==> config.mk <==
export PLATFORM = sky130hd
export DESIGN_NAME = lrsdc_top
export DESIGN_NICKNAME = d
export VERILOG_FILES = /design/src/hw/lrsdc_pkg.sv /design/src/hw/lrsdc_top.sv
export SDC_FILE = /design/constraint.sdc
export NUM_CORES = 2
export LEC_CHECK = 0
export BUFFER_PORTS_ARGS = -buffer_cell sky130_fd_sc_hd__clkbuf_2
export CORE_MARGIN = 5
export CORE_UTILIZATION = 50
export CTS_CLUSTER_DIAMETER = 120
export DETAILED_ROUTE_END_ITERATION = 6
export PLACE_DENSITY = 0.72
export SLEW_MARGIN = 20
export SYNTH_ARGS = -nofsm -noshare
export SYNTH_HDL_FRONTEND = slang
export SYNTH_SLANG_ARGS = --single-unit
==> constraint.sdc <==
create_clock -name pclk -period 6.88 [get_ports pclk]
set_input_delay 0.344 -clock pclk [delete_from_list [all_inputs] [get_ports pclk]]
set_output_delay 0.344 -clock pclk [all_outputs]
set_load 0.01 [all_outputs]
==> src/hw/lrsdc_pkg.sv <==
`default_nettype none
package lrsdc_pkg;
    // clock and row timing
    localparam int unsigned CLK_PERIOD_NS = 40;
    localparam int unsigned ROW_TIME_NS   = 40000;
    localparam int unsigned ROW_CYCLES    = (ROW_TIME_NS + CLK_PERIOD_NS - 1) / CLK_PERIOD_NS;

    // panel geometry
    localparam int unsigned COLUMNS       = 96;
    localparam int unsigned ROW_DRIVERS   = 26;
    localparam int unsigned CHAR_DRIVERS  = 24;
    localparam int unsigned ICON_ROW_A    = 24;
    localparam int unsigned ICON_ROW_B    = 25;
    localparam int unsigned GLYPH_W       = 6;
    localparam int unsigned MEM_ROWS      = 5;
    localparam int unsigned MEM_ROW_LEN   = 16;
    localparam int unsigned CHAR_WORDS    = 80;
    localparam int unsigned ICON_WORDS    = 96;
    localparam int unsigned BLINK_BIT     = 4;

    // line count codes
    localparam logic [2:0]  LINES_MIN     = 3'h1;
    localparam logic [2:0]  LINES_MAX     = 3'h3;

    // address map
    localparam logic [11:0] CTRL_OFS      = 12'h000;
    localparam logic [11:0] POWER_OFS     = 12'h004;
    localparam logic [11:0] CURSOR_OFS    = 12'h008;
    localparam logic [11:0] STATUS_OFS    = 12'h00c;
    localparam logic [1:0]  REG_REGION    = 2'h0;
    localparam logic [1:0]  CHAR_REGION   = 2'h1;
    localparam logic [1:0]  ICON_REGION   = 2'h2;

    // control register fields
    localparam int unsigned CTRL_BITS     = 14;
    localparam int unsigned DRIVE_BIT     = 0;
    localparam int unsigned STANDBY_BIT   = 1;
    localparam int unsigned SLEEP_BIT     = 2;
    localparam int unsigned COLREV_BIT    = 3;
    localparam int unsigned ROWREV_BIT    = 4;
    localparam int unsigned LINE_LSB      = 5;
    localparam int unsigned FIRST_LSB     = 8;
    localparam int unsigned FOLLOW_BIT    = 11;
    localparam int unsigned CURSOR_BIT    = 12;
    localparam int unsigned BLINK_EN_BIT  = 13;

    // power register fields
    localparam int unsigned POWER_BITS    = 10;
    localparam int unsigned BOOST_LSB     = 0;
    localparam int unsigned BIAS_LSB      = 2;
    localparam int unsigned CONTRAST_LSB  = 5;

    // status register fields
    localparam int unsigned ROW_LSB       = 0;
    localparam int unsigned ACTIVE_BIT    = 5;
    localparam int unsigned FRAME_LSB     = 8;

    // reset values
    localparam logic [CTRL_BITS-1:0]  CTRL_RESET  = 14'h0020;
    localparam logic [POWER_BITS-1:0] POWER_RESET = 10'h000;

    typedef enum logic [1:0] {
        LRSDC_IDLE = 2'b00,
        LRSDC_CODE = 2'b01,
        LRSDC_TAKE = 2'b11
    } lrsdc_fetch_t;
endpackage : lrsdc_pkg
`default_nettype wire

==> src/hw/lrsdc_top.sv <==
`timescale 1ns/1ps
`default_nettype none
module lrsdc_top #(
    parameter int unsigned COLS       = lrsdc_pkg::COLUMNS,
    parameter int unsigned ROW_CYCLES = lrsdc_pkg::ROW_CYCLES
) (
    // clock and reset
    input  wire logic                                  pclk,
    input  wire logic                                  presetn,
    // apb slave
    input  wire logic                                  psel,
    input  wire logic                                  penable,
    input  wire logic                                  pwrite,
    input  wire logic [11:0]                           paddr,
    input  wire logic [31:0]                           pwdata,
    output logic      [31:0]                           prdata,
    output logic                                       pready,
    output logic                                       pslverr,
    // glyph table lookup
    output logic      [7:0]                            glyph_code,
    output logic      [2:0]                            glyph_line,
    input  wire logic [lrsdc_pkg::GLYPH_W-1:0]         glyph_bits,
    // panel drivers
    output logic      [lrsdc_pkg::ROW_DRIVERS-1:0]     row_select,
    output logic      [COLS-1:0]                       col_data,
    output logic                                       drive_active,
    // analog controls
    output logic                                       osc_enable,
    output logic                                       follower_on,
    output logic      [1:0]                            boost_factor,
    output logic      [2:0]                            bias_code,
    output logic      [4:0]                            contrast_step
);
    localparam int unsigned CHARS = COLS / lrsdc_pkg::GLYPH_W;

    typedef struct packed {
        logic                                          ready;
        logic                                          slverr;
        logic [31:0]                                   rdata;
        logic [lrsdc_pkg::CTRL_BITS-1:0]               ctrl;
        logic [lrsdc_pkg::POWER_BITS-1:0]              power;
        logic [6:0]                                    cursor;
        logic [lrsdc_pkg::CHAR_WORDS-1:0][7:0]         char_mem;
        logic [lrsdc_pkg::ICON_WORDS-1:0][1:0]         icon_mem;
        logic [15:0]                                   tick_cnt;
        logic [4:0]                                    scan_row;
        logic [4:0]                                    fetch_row;
        logic [7:0]                                    frame_cnt;
        lrsdc_pkg::lrsdc_fetch_t                       fstate;
        logic [3:0]                                    fetch_col;
        logic [7:0]                                    glyph_code;
        logic [2:0]                                    glyph_line;
        logic                                          cursor_hit;
        logic [1:0][lrsdc_pkg::GLYPH_W-1:0]            fifo_data;
        logic [1:0]                                    fifo_cnt;
        logic [COLS-1:0]                               shreg;
        logic [4:0]                                    shift_cnt;
        logic [COLS-1:0]                               latch;
        logic [lrsdc_pkg::ROW_DRIVERS-1:0]             row_select;
        logic [COLS-1:0]                               col_data;
        logic                                          drive_active;
        logic                                          osc_enable;
        logic                                          follower_on;
    } lrsdc_state_t;

    localparam lrsdc_state_t ST_RESET = '{
        ctrl:       lrsdc_pkg::CTRL_RESET,
        power:      lrsdc_pkg::POWER_RESET,
        fstate:     lrsdc_pkg::LRSDC_IDLE,
        osc_enable: 1'b1,
        default:    '0
    };

    lrsdc_state_t                        st;
    lrsdc_state_t                        next_st;
    logic                                run;
    logic                                drive_ok;
    logic                                row_tick;
    logic                                push;
    logic                                pop;
    logic [lrsdc_pkg::ROW_DRIVERS-1:0]   act_mask;

    ////////////////////////////////////////////////////////////////////////////////
    function automatic logic line_ok(input logic [2:0] code);
        return (code >= lrsdc_pkg::LINES_MIN) && (code <= lrsdc_pkg::LINES_MAX);
    endfunction : line_ok

    // logical rows per frame: 8 per line plus two icon rows
    function automatic logic [4:0] row_count(input logic [2:0] code);
        return 5'({code[1:0], 3'b000}) + 5'h2;
    endfunction : row_count

    // memory row shown on display line, wrapping after the fifth row
    function automatic logic [2:0] mem_row(input logic [2:0] first, input logic [1:0] line);
        int s;
        s = (int'(first) % lrsdc_pkg::MEM_ROWS + int'(line)) % lrsdc_pkg::MEM_ROWS;
        return 3'(s);
    endfunction : mem_row

    // driver that a logical row lands on
    function automatic logic [lrsdc_pkg::ROW_DRIVERS-1:0] row_bit(input logic [4:0] r,
                                                                 input logic [2:0] code,
                                                                 input logic       rev);
        logic [5:0]                          nchar;
        logic [lrsdc_pkg::ROW_DRIVERS-1:0]   m;
        nchar = {code, 3'b000};
        m     = '0;
        if (!line_ok(code))
            m = '0;
        else if (6'(r) < nchar)
            m[rev ? 5'(lrsdc_pkg::CHAR_DRIVERS - 1) - r : r] = 1'b1;
        else if (6'(r) == nchar)
            m[lrsdc_pkg::ICON_ROW_A] = 1'b1;
        else if (6'(r) == nchar + 6'h1)
            m[lrsdc_pkg::ICON_ROW_B] = 1'b1;
        return m;
    endfunction : row_bit

    function automatic logic [lrsdc_pkg::ROW_DRIVERS-1:0] active_mask(input logic [2:0] code,
                                                                     input logic       rev);
        logic [lrsdc_pkg::ROW_DRIVERS-1:0] m;
        m = '0;
        for (int r = 0; r < lrsdc_pkg::ROW_DRIVERS; r++)
            m = m | row_bit(5'(r), code, rev);
        return m;
    endfunction : active_mask

    function automatic logic [lrsdc_pkg::GLYPH_W-1:0] rev6(input logic [lrsdc_pkg::GLYPH_W-1:0] v);
        logic [lrsdc_pkg::GLYPH_W-1:0] o;
        o = '0;
        for (int k = 0; k < lrsdc_pkg::GLYPH_W; k++)
            o[k] = v[lrsdc_pkg::GLYPH_W - 1 - k];
        return o;
    endfunction : rev6

    function automatic logic addr_ok(input logic [11:0] a);
        logic ok;
        ok = 1'b0;
        unique case (a[11:10])
            lrsdc_pkg::REG_REGION:  ok = (a == lrsdc_pkg::CTRL_OFS) || (a == lrsdc_pkg::POWER_OFS)
                                      || (a == lrsdc_pkg::CURSOR_OFS) || (a == lrsdc_pkg::STATUS_OFS);
            lrsdc_pkg::CHAR_REGION: ok = (a[1:0] == 2'h0) && (int'(a[9:2]) < lrsdc_pkg::CHAR_WORDS);
            lrsdc_pkg::ICON_REGION: ok = (a[1:0] == 2'h0) && (int'(a[9:2]) < lrsdc_pkg::ICON_WORDS);
            default:                ok = 1'b0;
        endcase
        return ok;
    endfunction : addr_ok

    ////////////////////////////////////////////////////////////////////////////////
    assign act_mask = active_mask(st.ctrl[lrsdc_pkg::LINE_LSB +: 3], st.ctrl[lrsdc_pkg::ROWREV_BIT]);

    always_comb
    begin
        logic [2:0]                    lines;
        logic [5:0]                    nchar;
        logic [4:0]                    n_act;
        logic [2:0]                    mrow;
        logic [6:0]                    addr;
        logic [7:0]                    idx;
        logic [1:0]                    cnt;
        logic [lrsdc_pkg::GLYPH_W-1:0] slice;
        logic [lrsdc_pkg::GLYPH_W-1:0] head;
        logic                          blink_phase;
        lines       = st.ctrl[lrsdc_pkg::LINE_LSB +: 3];
        nchar       = {lines, 3'b000};
        n_act       = row_count(lines);
        mrow        = '0;
        addr        = '0;
        idx         = paddr[9:2];
        cnt         = st.fifo_cnt;
        slice       = '0;
        head        = st.fifo_data[0];
        blink_phase = !st.ctrl[lrsdc_pkg::BLINK_EN_BIT] || st.frame_cnt[lrsdc_pkg::BLINK_BIT];
        next_st     = st;
        push        = 1'b0;
        pop         = 1'b0;
        // standby halts the scan as the stopped oscillator would
        run         = !st.ctrl[lrsdc_pkg::STANDBY_BIT] && !st.ctrl[lrsdc_pkg::SLEEP_BIT]
                      && line_ok(lines);
        drive_ok    = run && st.ctrl[lrsdc_pkg::DRIVE_BIT];
        row_tick    = run && (st.tick_cnt == 16'(ROW_CYCLES - 1));

        // bus: answer in the access phase, zero wait states
        next_st.ready  = psel && !penable;
        next_st.slverr = 1'b0;
        next_st.rdata  = '0;
        if (psel && !penable && !pwrite)
        begin
            next_st.slverr = !addr_ok(paddr);
            if (paddr == lrsdc_pkg::CTRL_OFS)
                next_st.rdata = 32'(st.ctrl);
            else if (paddr == lrsdc_pkg::POWER_OFS)
                next_st.rdata = 32'(st.power);
            else if (paddr == lrsdc_pkg::CURSOR_OFS)
                next_st.rdata = 32'(st.cursor);
            else if (paddr == lrsdc_pkg::STATUS_OFS)
            begin
                next_st.rdata[lrsdc_pkg::ROW_LSB +: 5]   = st.scan_row;
                next_st.rdata[lrsdc_pkg::ACTIVE_BIT]     = st.drive_active;
                next_st.rdata[lrsdc_pkg::FRAME_LSB +: 8] = st.frame_cnt;
            end
            else if (addr_ok(paddr) && paddr[11:10] == lrsdc_pkg::CHAR_REGION)
                next_st.rdata = 32'(st.char_mem[idx]);
            else if (addr_ok(paddr) && paddr[11:10] == lrsdc_pkg::ICON_REGION)
                next_st.rdata = 32'(st.icon_mem[idx]);
        end
        else if (psel && !penable)
            next_st.slverr = !addr_ok(paddr);
        if (psel && penable && st.ready && pwrite)
        begin
            if (paddr == lrsdc_pkg::CTRL_OFS)
                next_st.ctrl = pwdata[lrsdc_pkg::CTRL_BITS-1:0];
            else if (paddr == lrsdc_pkg::POWER_OFS)
                next_st.power = pwdata[lrsdc_pkg::POWER_BITS-1:0];
            else if (paddr == lrsdc_pkg::CURSOR_OFS)
                next_st.cursor = pwdata[6:0];
            else if (addr_ok(paddr) && paddr[11:10] == lrsdc_pkg::CHAR_REGION)
                next_st.char_mem[idx] = pwdata[7:0];
            else if (addr_ok(paddr) && paddr[11:10] == lrsdc_pkg::ICON_REGION)
                next_st.icon_mem[idx] = pwdata[1:0];
        end

        // row timer
        if (run)
            next_st.tick_cnt = row_tick ? 16'h0 : st.tick_cnt + 16'h1;

        // display fetch, independent of the bus port
        unique case (st.fstate)
            lrsdc_pkg::LRSDC_IDLE:
                next_st.fstate = lrsdc_pkg::LRSDC_IDLE;
            lrsdc_pkg::LRSDC_CODE:
            begin
                if (6'(st.fetch_row) < nchar)
                begin
                    mrow = mem_row(st.ctrl[lrsdc_pkg::FIRST_LSB +: 3], st.fetch_row[4:3]);
                    addr = 7'(int'(mrow) * lrsdc_pkg::MEM_ROW_LEN + int'(st.fetch_col));
                    next_st.glyph_code = st.char_mem[addr];
                    next_st.glyph_line = st.fetch_row[2:0];
                    next_st.cursor_hit = st.ctrl[lrsdc_pkg::CURSOR_BIT] && (addr == st.cursor);
                end
                else
                    next_st.cursor_hit = 1'b0;
                next_st.fstate = lrsdc_pkg::LRSDC_TAKE;
            end
            lrsdc_pkg::LRSDC_TAKE:
            begin
                if (6'(st.fetch_row) >= nchar)
                begin
                    for (int k = 0; k < lrsdc_pkg::GLYPH_W; k++)
                        slice[k] = st.icon_mem[int'(st.fetch_col) * lrsdc_pkg::GLYPH_W + k]
                                              [6'(st.fetch_row) != nchar];
                end
                else
                    slice = glyph_bits ^ {lrsdc_pkg::GLYPH_W{st.cursor_hit && blink_phase}};
                push = (st.fifo_cnt != 2'h2);
                if (push && st.fetch_col == 4'(CHARS - 1))
                    next_st.fstate = lrsdc_pkg::LRSDC_IDLE;
                else if (push)
                begin
                    next_st.fetch_col = st.fetch_col + 4'h1;
                    next_st.fstate    = lrsdc_pkg::LRSDC_CODE;
                end
            end
        endcase

        // two-entry buffer feeding the column shift register
        pop = (st.fifo_cnt != 2'h0) && (st.shift_cnt < 5'(CHARS)) && !row_tick;
        if (pop)
        begin
            if (st.ctrl[lrsdc_pkg::COLREV_BIT])
                next_st.shreg = {st.shreg[COLS-lrsdc_pkg::GLYPH_W-1:0], rev6(head)};
            else
                next_st.shreg = {head, st.shreg[COLS-1:lrsdc_pkg::GLYPH_W]};
            next_st.fifo_data[0] = st.fifo_data[1];
            next_st.shift_cnt    = st.shift_cnt + 5'h1;
            cnt                  = cnt - 2'h1;
        end
        if (push)
        begin
            next_st.fifo_data[cnt[0]] = slice;
            cnt                       = cnt + 2'h1;
        end
        next_st.fifo_cnt = cnt;

        // row boundary: latch finished pattern, start fetching the following row
        if (row_tick)
        begin
            next_st.latch     = st.shreg;
            next_st.scan_row  = st.fetch_row;
            next_st.fetch_row = (st.fetch_row + 5'h1 >= n_act) ? 5'h0 : st.fetch_row + 5'h1;
            if (st.fetch_row == 5'h0)
                next_st.frame_cnt = st.frame_cnt + 8'h1;
            next_st.shift_cnt = '0;
            next_st.fifo_cnt  = '0;
            next_st.fetch_col = '0;
            next_st.fstate    = lrsdc_pkg::LRSDC_CODE;
        end

        // drivers
        next_st.row_select   = drive_ok ? row_bit(next_st.scan_row, lines,
                                                  st.ctrl[lrsdc_pkg::ROWREV_BIT]) : '0;
        next_st.col_data     = drive_ok ? next_st.latch : '0;
        next_st.drive_active = drive_ok;
        next_st.osc_enable   = !st.ctrl[lrsdc_pkg::STANDBY_BIT];
        next_st.follower_on  = st.ctrl[lrsdc_pkg::FOLLOW_BIT] && drive_ok;
    end

    always_ff @(posedge pclk or negedge presetn)
    begin
        if (!presetn)
            st <= ST_RESET;
        else
            st <= next_st;
    end

    ////////////////////////////////////////////////////////////////////////////////
    assign prdata        = st.rdata;
    assign pready        = st.ready;
    assign pslverr       = st.slverr;
    assign glyph_code    = st.glyph_code;
    assign glyph_line    = st.glyph_line;
    assign row_select    = st.row_select;
    assign col_data      = st.col_data;
    assign drive_active  = st.drive_active;
    assign osc_enable    = st.osc_enable;
    assign follower_on   = st.follower_on;
    assign boost_factor  = st.power[lrsdc_pkg::BOOST_LSB +: 2];
    assign bias_code     = st.power[lrsdc_pkg::BIAS_LSB +: 3];
    assign contrast_step = st.power[lrsdc_pkg::CONTRAST_LSB +: 5];
endmodule : lrsdc_top
`default_nettype wire

==> impl_metrics.ini <==
[route]
drtIter0Drc = 4474
route.vias.total = 43400
ant_nets = 0
routed_wl_um = 184000
drt_pass1_iterations = 6
wl_per_cell_um = 27.1
avgViaCountPerCell = 6.39
drc = 0

[place]
dpl.cell_count = 6529
placed_area_sq_mm = 0.0694
gp_congestion = 0.907
io_buffer_count = 200
dpl.hpwl_um = 121000

[power_and_ir_drop]
p_seq_share_pct = 47.7
intPower_mw = 12.0
switchingPower_mw = 3.67
power_switching_share_pct = 23.4
pwr-share-clk_pct = 49.1
finalPower_mw = 15.7
vdd_ir_drop_max_mv = 0.238
p_per_area_mw_per_mm2 = 211
leakage_nw = 34.1
power_frac_comb_pct = 3.2

[timing]
skew_ns = 0.0477
worst_slew_pin_slew_ns = 1.13
finalSetupViolCount = 0
rsz0062_at_grt = false
final.period_utilization_pct = 92.7
drv_slew = 0
holdWs_ns = 0.0893
fmax_ghz = 0.157
period_minus_slack_ns = 6.38
slew_headroom_pct = 24.6
hold_viol_final = 0
finalSetupTns_ns = 0

[floorplan]
rows = 135
die_h_um = 379
start_util_pct = 50.3
dieArea_sq_mm = 0.144
io_pins = 235
die_w_um = 379
fp.coreArea_sq_mm = 0.135

[run]
max-cap-violations = 0

[logic_synthesis]
yosysWarnings = 0
seq_area_frac_synth_pct = 46.6
synth_area_sq_mm = 0.0681
synthDistinctLibCells = 71
yosys_register_bits = 1269
syn-instance-count = 5012
synth-main-ff-cell = dfrtp_1
avgSynthCellArea_sq_um = 13.6
synth-edff-count = 0
async_reset_ff_share_pct = 100

[global_route]
track_usage_pct = 25.9
antenna_found_initial = 3
grt_max_degree = 165
grt_pass1_vias = 43700
grt_pass1_wl_um = 283000
grt.overflow.total = 0

[worst_setup_path]
worst-r2r-cell-count = 21
crit_chain = inv_1, ha_1, inv_1, ha_1, a21oi_1, xnor2_1, ha_1, inv_1, fa_1, or3_1, o21ai_0, ha_1, a21oi_1, o2bb2ai_1, o21ba_2, ha_1, nor2b_1, o21a_1, mux2_2, or3_1, o31ai_1
cp_slowest_cell = o21a_1
critPathLaunchType = flop
crit_fanout = 20
required_ns = 7.57
path_class = reg -> reg
crit_top_cell = ha_1
cp_data_arrival_time_ns = 7.06
end_kind = flop
max_stage_delay_ns = 0.64

[clock_tree]
cts_root_buf = clkbuf_16
clk_latency_ns = 0.81
cts_setup_buffers = 0
clk_pin_slew_ns = 0.07
h-tree-depth = 4
cts_tree = yes
clkSinkCount = 1269
clock_path_buffers = 3
cts_made_buffers = 137

[final_layout]
syn_to_final_growth_pct = 9.10
stdcell_count = 6793
num-nets-final = 4987
fill_cells = 10900
drive_gt1_share_pct = 40.7
postLayoutCellArea_sq_mm = 0.0743

[worst_hold_path]
hold_path_depth = 3
min_path_type = in -> reg

[outcome]
status = finished, final reports clean
==> cells by family after synthesis <==
family / after synthesis / share of synthesized area (%)
buffers and inverters: 600 / 4.45
xor gates and xnor gates: 58 / 0.766
DFF: 1269 / 46.6
other: 1 / 0.00551
muxes: 1702 / 37.9
and+or+nand+nor: 1044 / 6.82
AOI/OAI and AO/OA: 302 / 2.74
adders and majority gates: 36 / 0.684
==> placed cells by master, fill, tap and decap left out, drive strengths merged, types with 7 or more instances in the layout <==
master | netlist | final
a211oi | 20 | 20
a21o | 8 | 8
a21oi | 50 | 50
a221oi | 8 | 8
a22oi | 20 | 20
and2 | 104 | 104
and3 | 13 | 13
buf | 299 | 82
bufinv | 0 | 10
clkbuf | 254 | 385
clkinv | 1 | 41
conb | 1 | 16
dfrtp | 1267 | 1267
dlygate4sd3 | 0 | 9
ha | 34 | 34
inv | 46 | 54
mux2 | 878 | 878
mux2i | 211 | 211
mux4 | 613 | 613
nand2 | 654 | 654
nand2b | 22 | 22
nand3 | 34 | 34
nand4 | 8 | 8
nor2 | 115 | 115
nor2b | 26 | 26
nor3 | 36 | 36
nor4 | 11 | 11
o21ai | 136 | 136
o221ai | 9 | 9
or3 | 7 | 7
xnor2 | 31 | 31
xor2 | 26 | 26
==> worst paths after layout <==
kind	start	to	slack, ns
worst min register to register	st[190]$_DFF_PN0_	st[190]$_DFF_PN0_	0.46
min in group asynchronous	presetn	col_data[62]$_DFF_PN0_	0.14
worst min-delay path	paddr[2]	prdata[8]$_DFF_PN0_	0.09
worst max-delay path	st[1245]$_DFFE_PN0P_	glyph_code[6]$_DFFE_PN0P_	0.50
max in group asynchronous	presetn	st[778]$_DFFE_PN0P_	4.81
worst max register to register	st[1245]$_DFFE_PN0P_	glyph_code[6]$_DFFE_PN0P_	0.50
==> per-layer routing <==
| layer | wire length (um) | track usage, % | vias to the layer above |
|---|---|---|---|
| li1 | - | - | 18200 |
| met2 | 86200 | 40.0 | 1964 |
| met4 | 6360 | 8.64 | 4 |
| met1 | 73900 | 35.7 | 22900 |
| met5 | 30 | 0 | - |
| met3 | 17900 | 7.45 | 344 |
==> sequential cells by signal, indices dropped and copies added (netlist names) <==
name / cells
st: 1105
osc_enable: 1
col_data: 96
glyph_line: 3
pready: 1
prdata: 16
glyph_code: 8
pslverr: 1
boost_factor: 2
bias_code: 3
follower_on: 1
contrast_step: 5
row_select: 26
drive_active: 1
==> power by group through the flow <==
| stage | sequential, mW | combinational, mW | clock [mW] |
|---|---|---|---|
| detailed placement | 7.60 | 0.509 | 0 |
| finish | 7.47 | 0.504 | 7.69 |
| global route | 7.46 | 0.556 | 8.12 |
| global placement | 7.60 | 0.503 | 0 |
| floorplan | 7.60 | 0.241 | 0 |
| CTS | 7.46 | 0.515 | 7.82 |
==> stage by stage <==
stage | utilization (%) | setup slack [ns]
finish | 54.8 | 0.503
global route | 54.8 | 0.119
CTS | 54.8 | 0.619
detailed placement | 51.2 | 0.666
global placement | 51.2 | 0.817
floorplan | - | 1.37
==> worst max-delay path, delay by kind of cell (launching register included) <==
kind            cells  cell delay (ns)
compound gates      7             2.46
fa+ha+maj           6             1.57
simple gates        3             0.97
flops               1             0.46
mux                 1             0.41
buf+inv             3             0.20
xor+xnor            1             0.18
==> cell type report <==
cell class              instances  area, sq um  share of cell area [%]
well taps                    1781         2230                    3.00
flip-flops and latches       1269        31800                    42.8
clock buffers                 193         3890                    5.23
repair buffers                283         1830                    2.46
diodes                          2         5.00                 0.00674
multi-input cells            3158        33500                    45.1
clock inverters                60          882                    1.19
inverters                      47          178                   0.239
==> cells in the mapped netlist, drive strengths merged (9+ instances only) <==
master	count	share of area (%)
buf	299	2.8
nand3	34	0.26
xnor2	31	0.40
dfrtp	1267	47
and2	104	0.96
clkbuf	254	1.4
mux4	613	20
xor2	26	0.33
o21ai	136	1.0
nand2b	22	0.20
nor4	11	0.15
mux2	878	15
nor2	115	0.64
ha	34	0.62
o221ai	9	0.12
and3	13	0.12
inv	46	0.25
nor2b	26	0.24
nor3	36	0.35
a211oi	20	0.22
nand2	654	3.6
a21oi	50	0.37
a22oi	20	0.22
mux2i	211	3.1
==> what timing repair did <==
item / CTS / global route
hold endpoints to repair: 143 / 0
hold buffers: 9 / 0
resized for setup: 0 / 0
(Power assumes the default switching activity.)
